$ cat config.mk
export PLATFORM = sky130hd
export DESIGN_NAME = anpr_regs
export DESIGN_NICKNAME = d
export VERILOG_FILES = /design/src/anpr_pkg.sv /design/src/anpr_regs.sv
export SDC_FILE = /design/constraint.sdc
export NUM_CORES = 1
export LEC_CHECK = 0
export ABC_CLOCK_PERIOD_IN_PS = 1200
export CAP_MARGIN = 20
export CELL_PAD_IN_SITES_DETAIL_PLACEMENT = 1
export CELL_PAD_IN_SITES_GLOBAL_PLACEMENT = 2
export CORE_MARGIN = 2
export CORE_UTILIZATION = 35
export DETAILED_ROUTE_END_ITERATION = 12
export DONT_BUFFER_PORTS = 1
export PLACE_DENSITY_LB_ADDON = 0.1
export SLEW_MARGIN = 20
export SYNTH_ARGS = -nofsm -noshare
export SYNTH_HDL_FRONTEND = slang
export SYNTH_SLANG_ARGS = --single-unit
export TNS_END_PERCENT = 100
$ cat constraint.sdc
create_clock -name CLK -period 1.2 [get_ports CLK]
set_input_delay 0.12 -clock CLK [delete_from_list [all_inputs] [get_ports CLK]]
set_output_delay 0.12 -clock CLK [all_outputs]
set_load 0.02 [all_outputs]
$ cat src/anpr_pkg.sv
// Package for the auto-negotiation next page register bank.
// Assumes management addresses are 5-bit register numbers of one port.
`default_nettype none
package anpr_pkg;
	localparam logic [4:0] ANPR_ADDR_ADVERT = 5'h04;
	localparam logic [4:0] ANPR_ADDR_EXP = 5'h06;
	localparam logic [4:0] ANPR_ADDR_NP_TX = 5'h07;
	localparam logic [4:0] ANPR_ADDR_NP_RX = 5'h08;
	localparam int ANPR_BIT_NP = 15;
	localparam int ANPR_BIT_ACK = 14;
	localparam int ANPR_BIT_MSG = 13;
	localparam int ANPR_BIT_ACK2 = 12;
	localparam int ANPR_BIT_TOGGLE = 11;
	localparam int ANPR_BIT_PD_FAULT = 4;
	localparam int ANPR_BIT_LP_NP_ABLE = 3;
	localparam int ANPR_BIT_NP_ABLE = 2;
	localparam int ANPR_BIT_PAGE_RX = 1;
	localparam int ANPR_BIT_LP_AN_ABLE = 0;
	localparam int ANPR_CODE_W = 11;
	localparam logic ANPR_RST_NP_MORE = 1'h0;
	localparam logic ANPR_RST_NP_MSG = 1'h1;
	localparam logic ANPR_RST_NP_ACK2 = 1'h0;
	localparam logic ANPR_RST_NP_TOGGLE = 1'h0;
	localparam logic [10:0] ANPR_RST_NP_CODE = 11'h001;
	localparam logic ANPR_RST_ADV_NP = 1'h0;
	localparam logic [15:0] ANPR_RST_LP_PAGE = 16'h0000;
	localparam logic [10:0] ANPR_RST_EXP_RSVD = 11'h000;
	localparam logic [15:0] ANPR_MASK_PAGE = 16'hBFFF;
endpackage : anpr_pkg
`default_nettype wire

$ cat src/anpr_regs.sv
// Expansion status and next page exchange registers of one transceiver port.
// Assumes a management frame engine on CLK issuing one-cycle read/write
// strobes, and auto-negotiation arbitration logic on the same clock.
// Function
// - Parallel detection fault latches expansion bit 4
// - Fault bit clears on expansion read, reset
// - Expansion bit 3 mirrors partner ability bit 15
// - Expansion bit 2 always reads one
// - Page received bit latches on new page
// - Page received holds until read or reset
// - Bit 0 shows partner negotiation ability
// - Bit 0 zero before exchange or noncompliant partner
// - Local bit 15 more pages, resets zero
// - Local bit 13 message page, resets one
// - Local bit 12 comply flag, resets zero
// - Local toggle inverts previous sent toggle
// - Toggle alternates on each exchanged page
// - Local code field eleven bits, resets one
// - Partner next page captured, read only, zero
// - Advertisement bit 15 enables next pages
// - Partner ability bit 15 shows partner pages
`default_nettype none
module anpr_regs
	import anpr_pkg::*;
(
	input wire logic CLK,
	input wire logic RSTN,
	input wire logic [4:0] MGMT_ADDR,
	input wire logic MGMT_WR,
	input wire logic MGMT_RD,
	input wire logic [15:0] MGMT_WDATA,
	output logic [15:0] MGMT_RDATA,
	input wire logic PD_FAULT_EVT,
	input wire logic LP_AN_ABLE,
	input wire logic RX_PAGE_VALID,
	input wire logic RX_PAGE_BASE,
	input wire logic [15:0] RX_PAGE,
	input wire logic TX_NP_TAKEN,
	output logic TX_NP_PENDING,
	output logic [15:0] TX_NP_WORD,
	output logic NP_ENABLE
);
	typedef struct packed {
		logic pd_fault;
		logic page_rcvd;
		logic lp_able;
		logic lp_np;
		logic adv_np;
		logic np_more;
		logic np_msg;
		logic np_ack2;
		logic np_toggle;
		logic [10:0] np_code;
		logic np_pending;
		logic [15:0] lp_page;
		logic [15:0] rdata;
		logic [15:0] tx_word;
	} anpr_state_t;

	anpr_state_t st;
	anpr_state_t next_st;

	function automatic logic [15:0] anpr_page(input logic more, input logic msg,
		input logic ack2, input logic tog, input logic [10:0] code);
		anpr_page = {more, 1'b0, msg, ack2, tog, code};
	endfunction : anpr_page

	logic rd_exp;
	logic wr_np;
	assign rd_exp = MGMT_RD && (MGMT_ADDR == ANPR_ADDR_EXP);
	assign wr_np = MGMT_WR && (MGMT_ADDR == ANPR_ADDR_NP_TX);

	always_comb begin
		next_st = st;
		// Set wins over the read clear so no event is lost
		if (rd_exp) begin
			next_st.pd_fault = 1'b0;
			next_st.page_rcvd = 1'b0;
		end
		if (PD_FAULT_EVT) begin
			next_st.pd_fault = 1'b1;
		end
		next_st.lp_able = LP_AN_ABLE;
		if (RX_PAGE_VALID) begin
			next_st.page_rcvd = 1'b1;
			if (RX_PAGE_BASE) begin
				next_st.lp_np = RX_PAGE[ANPR_BIT_NP];
			end else begin
				next_st.lp_page = RX_PAGE & ANPR_MASK_PAGE;
			end
		end
		if (MGMT_WR && (MGMT_ADDR == ANPR_ADDR_ADVERT)) begin
			next_st.adv_np = MGMT_WDATA[ANPR_BIT_NP];
		end
		if (wr_np) begin
			// Toggle is not writable; arbitration alone owns it
			next_st.np_more = MGMT_WDATA[ANPR_BIT_NP];
			next_st.np_msg = MGMT_WDATA[ANPR_BIT_MSG];
			next_st.np_ack2 = MGMT_WDATA[ANPR_BIT_ACK2];
			next_st.np_code = MGMT_WDATA[ANPR_CODE_W-1:0];
			next_st.np_pending = 1'b1;
		end
		if (TX_NP_TAKEN) begin
			// A write in the same cycle stays pending for the next page
			next_st.np_pending = wr_np;
			next_st.np_toggle = ~st.np_toggle;
		end
		next_st.tx_word = anpr_page(next_st.np_more, next_st.np_msg, next_st.np_ack2,
			next_st.np_toggle, next_st.np_code);
		next_st.rdata = 16'h0000;
		if (MGMT_RD) begin
			unique case (MGMT_ADDR)
				ANPR_ADDR_ADVERT: next_st.rdata = {st.adv_np, 15'h0000};
				ANPR_ADDR_EXP: next_st.rdata = {ANPR_RST_EXP_RSVD, st.pd_fault,
					st.lp_np, 1'b1, st.page_rcvd, st.lp_able};
				ANPR_ADDR_NP_TX: next_st.rdata = st.tx_word;
				ANPR_ADDR_NP_RX: next_st.rdata = st.lp_page;
				default: next_st.rdata = 16'h0000;
			endcase
		end
	end

	always_ff @(posedge CLK) begin
		if (!RSTN) begin
			st.pd_fault <= 1'b0;
			st.page_rcvd <= 1'b0;
			st.lp_able <= 1'b0;
			st.lp_np <= 1'b0;
			st.adv_np <= ANPR_RST_ADV_NP;
			st.np_more <= ANPR_RST_NP_MORE;
			st.np_msg <= ANPR_RST_NP_MSG;
			st.np_ack2 <= ANPR_RST_NP_ACK2;
			st.np_toggle <= ANPR_RST_NP_TOGGLE;
			st.np_code <= ANPR_RST_NP_CODE;
			st.np_pending <= 1'b0;
			st.lp_page <= ANPR_RST_LP_PAGE;
			st.rdata <= 16'h0000;
			st.tx_word <= {ANPR_RST_NP_MORE, 1'b0, ANPR_RST_NP_MSG, ANPR_RST_NP_ACK2,
				ANPR_RST_NP_TOGGLE, ANPR_RST_NP_CODE};
		end else begin
			st <= next_st;
		end
	end

	assign MGMT_RDATA = st.rdata;
	assign TX_NP_PENDING = st.np_pending;
	assign TX_NP_WORD = st.tx_word;
	assign NP_ENABLE = st.adv_np;
endmodule : anpr_regs
`default_nettype wire

# Yosys cells after proc, flatten, opt, wreduce, memory -nomap -nowiden
# Index checks and enable logic that the tools add are counted.
[op_classes]
reduce_logical = 9
n_eq_ne = 4
mux = 8
n_bitwise = 2
[ops]
columns = ["op", "n"]
rows = [
  ["$pmux 16 s4", 1],
  ["$eq 5x3->1 const B", 3],
  ["$mux 12", 1],
  ["$reduce_and 2->1", 3],
  ["$reduce_bool 2->1", 3],
  ["$eq 5x4->1 const B", 1],
  ["$mux 1", 4],
  ["$logic_and 1x1->1", 3],
  ["$mux 3", 1],
  ["$mux 2", 1],
  ["$not 1->1", 2],
]
[totals]
out_inout_bits = 34
word_cells = 38
reg_bits = 68
input_bits = 46

# Logic depth before layout (Yosys ltp)
[depth]
depth_word = 4
ltp_mapped = 6

# Worst setup path before layout
# Ideal clock, no wire load.
[synth_timing]
path_type = "input-to-reg"
start = "input port MGMT_ADDR[1]"
end = "register st (netlist bit MGMT_RDATA[5])"
required_ns = 1.127
n_path_buf = 2
cell_stages = 5
setup_slack_ns = 0.139
setup_time_ns = 0.073
t_arrival_ns = 0.988
path_cell_list = "buf_6 > nor4b_4 > buf_6 > nand3_1 > a21oi_1"
[synth_via]
elab_chain_len = 2
word_cells_on_any_way = 5
classes_between = "4 x eq/ne; 1 x mux"
[synth_lines]
columns = ["element", "line", "rtl"]
rows = [
  ["start, declared", "anpr_regs.sv:28", "input wire logic [4:0] MGMT_ADDR,"],
  ["$eq 5x4->1 or $eq 5x3->1 (tied branches)", "anpr_regs.sv:112", "unique case (MGMT_ADDR)"],
  ["$pmux 16 s4 (*)", "anpr_regs.sv:112", ""],
  ["end signal, assigned", "anpr_regs.sv:141", "st <= next_st;"],
  ["end, declared", "anpr_regs.sv:60", "anpr_state_t st;"],
]
# Mark *: on every way between the ends. The rest lies on a longest branch, timed or not.
# A chain may end at the register's enable or synchronous reset.

# Worst setup path after layout
[layout_timing]
start = "register st (netlist bit TX_NP_WORD[11])"
end = "output port TX_NP_WORD[11]"
[layout_lines]
columns = ["element", "line", "rtl"]
rows = [
  ["end, declared", "anpr_regs.sv:40", "output logic [15:0] TX_NP_WORD,"],
]
# No word-level cell between the ends.

==> flow_metrics.py <==
metrics = {
    "run_status": {
        "status": "finished clean",
    },
    "placement": {
        "numPortBuffers": 0,
        "place_inst": 326,
        "place_congestion": 0.771,
        "dp_hpwl_microns": 4430,
    },
    "cells_and_area": {
        "seq_area_sq_um": 1020,
        "fin_cells": 370,
        "multi_input_area_sq_um": 910,
        "nNetsFinal": 338,
        "num-fill-cells": 764,
        "areaGrowthSynthToFinish_pct": 17.3,
        "diodes": 0,
        "layout-drive-gt1-share_pct": 14.3,
    },
    "drt": {
        "via_per_inst": 5.20,
        "routed_wl_microns": 6040,
        "dr.pass1.iters": 6,
        "final_antenna_net_count": 0,
        "avgRoutedWirePerCell_microns": 16.3,
        "first_iter_violations": 52,
        "vias": 1925,
        "drc_errors": 0,
    },
    "floorplanning": {
        "core_sq_um": 6350,
        "fp.dieArea_sq_um": 7200,
        "dieWidth_microns": 84.9,
        "pin_count": 80,
        "start_util_pct": 36.1,
        "fp.dieH_microns": 84.9,
        "num_rows": 29,
    },
    "sta": {
        "finalCritPeriodShare_pct": 83.6,
        "rsz0062_at_grt": "false",
        "hold_viol": 0,
        "worst_slew_pin_slew_ps": 511,
        "fmax_mhz": 997,
        "timing.hold.ws_ps": 18.8,
        "max_slew_margin_pct": 65.9,
        "maxSlewViolCount": 0,
        "final.min_clock_period_ps": 1000,
        "final.setup_skew_ps": 6.95,
        "finalSetupViolCount": 0,
    },
    "clocking": {
        "cts_num_sinks": 51,
        "clock_path_buffers": 2,
        "htreeDepth": 2,
        "numCtsBuffers": 5,
        "cts_root_buf": "clkbuf_8",
        "clk_latency_ps": 310,
        "path_clk_slew_ps": 100,
        "tritoncts": "built",
    },
    "grt": {
        "track_usage_pct": 17.4,
        "grt_start_max_net_pins": 17,
        "grt_pass1_wl_microns": 9940,
        "grt_pass1_vias": 2048,
        "antenna_found_initial": 0,
        "overflow": 0,
    },
    "logic_synthesis": {
        "mappedNetlistArea_sq_um": 2290,
        "synth-seq-cells": 51,
        "ys_seq_area_share_pct": 44.6,
        "yosys_warnings": 0,
        "synth.distinct_cells": 32,
        "avgSynthCellArea_sq_um": 8.45,
        "yosysTopAreaCell": "dfxtp_1",
        "yosys-top-cells-area": "dfxtp_1, buf_4, a21oi_1, nand3_1, nand2_1",
        "synth_top_area_share_pct": 44.6,
        "netlist_instances": 271,
    },
    "setup_path": {
        "critical_path_class": "reg -> out",
        "worstPathCellList": "buf_4",
        "end_kind": "output pin",
        "critical-path-top-delay-family": "flip-flops",
        "max_stage_delay_ps": 400,
        "start_kind": "flip-flop",
        "cp_num_buf_inv": 1,
        "cpMaxStageDelayCell": "dfxtp_1",
        "cp_max_fo": 3,
        "worstPathRequired_ps": 1080,
        "worstPathArrival_ps": 880,
    },
    "power_and_ir_drop": {
        "power_density_nw_per_um2": 1150,
        "irDropWorstVdd_v": 0.000606,
        "leakagePower_nw": 0.965,
    },
    "flow_run": {
        "drv_cap": 0,
    },
    "worst_hold_path": {
        "min_path_type": "in -> reg",
    },
}
## layer usage
metal / global-route usage (%) / share of wire [%] / routed length, microns
met5: 0 / 0 / 0
met4: 6.06 / 1.5 / 89
met3: 4.67 / 5.6 / 337
met2: 29.9 / 48 / 2930
met1: 21.0 / 44 / 2690
## path summary, 6_finish.rpt
path / start / end / slack (ps) / cells after the start
max reg2reg: NP_ENABLE$_SDFFE_PN0P_ / NP_ENABLE$_SDFFE_PN0P_ / 250 / 4
min: PD_FAULT_EVT / st[68]$_SDFFE_PN0P_ / 20 / 2
max: TX_NP_WORD[11]$_SDFFE_PN0P_ / TX_NP_WORD[11] / 200 / 1
min reg2reg: st[39]$_SDFFE_PN0P_ / st[39]$_SDFFE_PN0P_ / 460 / 2
## synthesized netlist by cell type, drive strengths merged
master	count
o21ai	18
and3	2
mux2	4
o221ai	1
dfxtp	51
and4bb	1
and2	2
nor3b	3
nand2b	1
a31oi	2
a32oi	4
nor2b	3
nor2	10
mux2i	1
conb	1
or3b	1
xnor2	1
and3b	1
a21oi	40
inv	4
nor4b	1
clkbuf	7
a31o	1
nand4	1
buf	42
nand2	31
nand3	37
## flip-flops by register name (all words and copies together), names as in the netlist
register       count
TX_NP_WORD         4
st                30
TX_NP_PENDING      1
MGMT_RDATA        15
NP_ENABLE          1
## placed cells by master, fill, tap and decap left out
cell type / instances
mux2_2: 4
buf_4: 26
or3b_1: 1
dlygate4sd3_1: 36
a21oi_1: 40
nand2_1: 31
a31oi_1: 2
nor3b_1: 2
and2_1: 1
o21ai_1: 11
clkbuf_8: 5
o21ai_0: 7
and3_1: 2
nand4_1: 1
and3b_1: 1
nor2b_1: 3
a31o_2: 1
o221ai_1: 1
and2_0: 1
inv_6: 1
nor4b_4: 1
dfxtp_1: 51
conb_1: 2
clkinv_2: 2
nor3b_4: 1
inv_1: 4
and4bb_2: 1
xnor2_1: 1
nand3_1: 37
mux2i_1: 1
nand2b_1: 1
nor2_1: 10
a32oi_1: 4
## report_power, final
| part | internal (mW) | switching (mW) |
|---|---|---|
| combinational | 0.160 | 0.153 |
| clock | 0.412 | 0.599 |
| sequential | 1.73 | 0.0250 |
| total | 2.30 | 0.778 |
## area by class of cell
class	count	share of cell area [%]
timing repair buffer	62	20.7
clock inverter	3	0.699
inverter	4	0.559
clock buffer	5	2.56
multi-input combinational	168	33.9
sequential	51	38.0
tap	77	3.59
## metrics by stage
stage	setup slack [ps]	area (sq um)	setup TNS (ps)	util [%]	total power, mW
final	197	2690	0	42.3	3.08
after global routing	138	2690	0	42.3	3.22
after CTS	178	2690	0	42.3	3.12
after detailed placement	-3.68	2240	-4.71	35.2	2.01
after global placement	37.2	2240	0	35.2	2.00
after floorplan	139	2290	0	-	1.98
## repair_timing
action                    in CTS  in global routing
hold buffers                  36                  0
buffers inserted               0                  0
resized for setup              0                  0
hold endpoints to repair      35                  0
## logic make-up after synthesis
kind of cell / count (synthesis) / synth area share [%]
flip-flops: 51 / 44.6
multiplexers: 5 / 2.40
buffers and inverters: 53 / 15.8
AO/OA/AOI/OAI: 66 / 15.5
other: 1 / 0.164
XOR/XNOR: 1 / 0.383
AND/OR/NAND/NOR: 94 / 21.1
No activity file was read; power rests on OpenSTA's default activity.
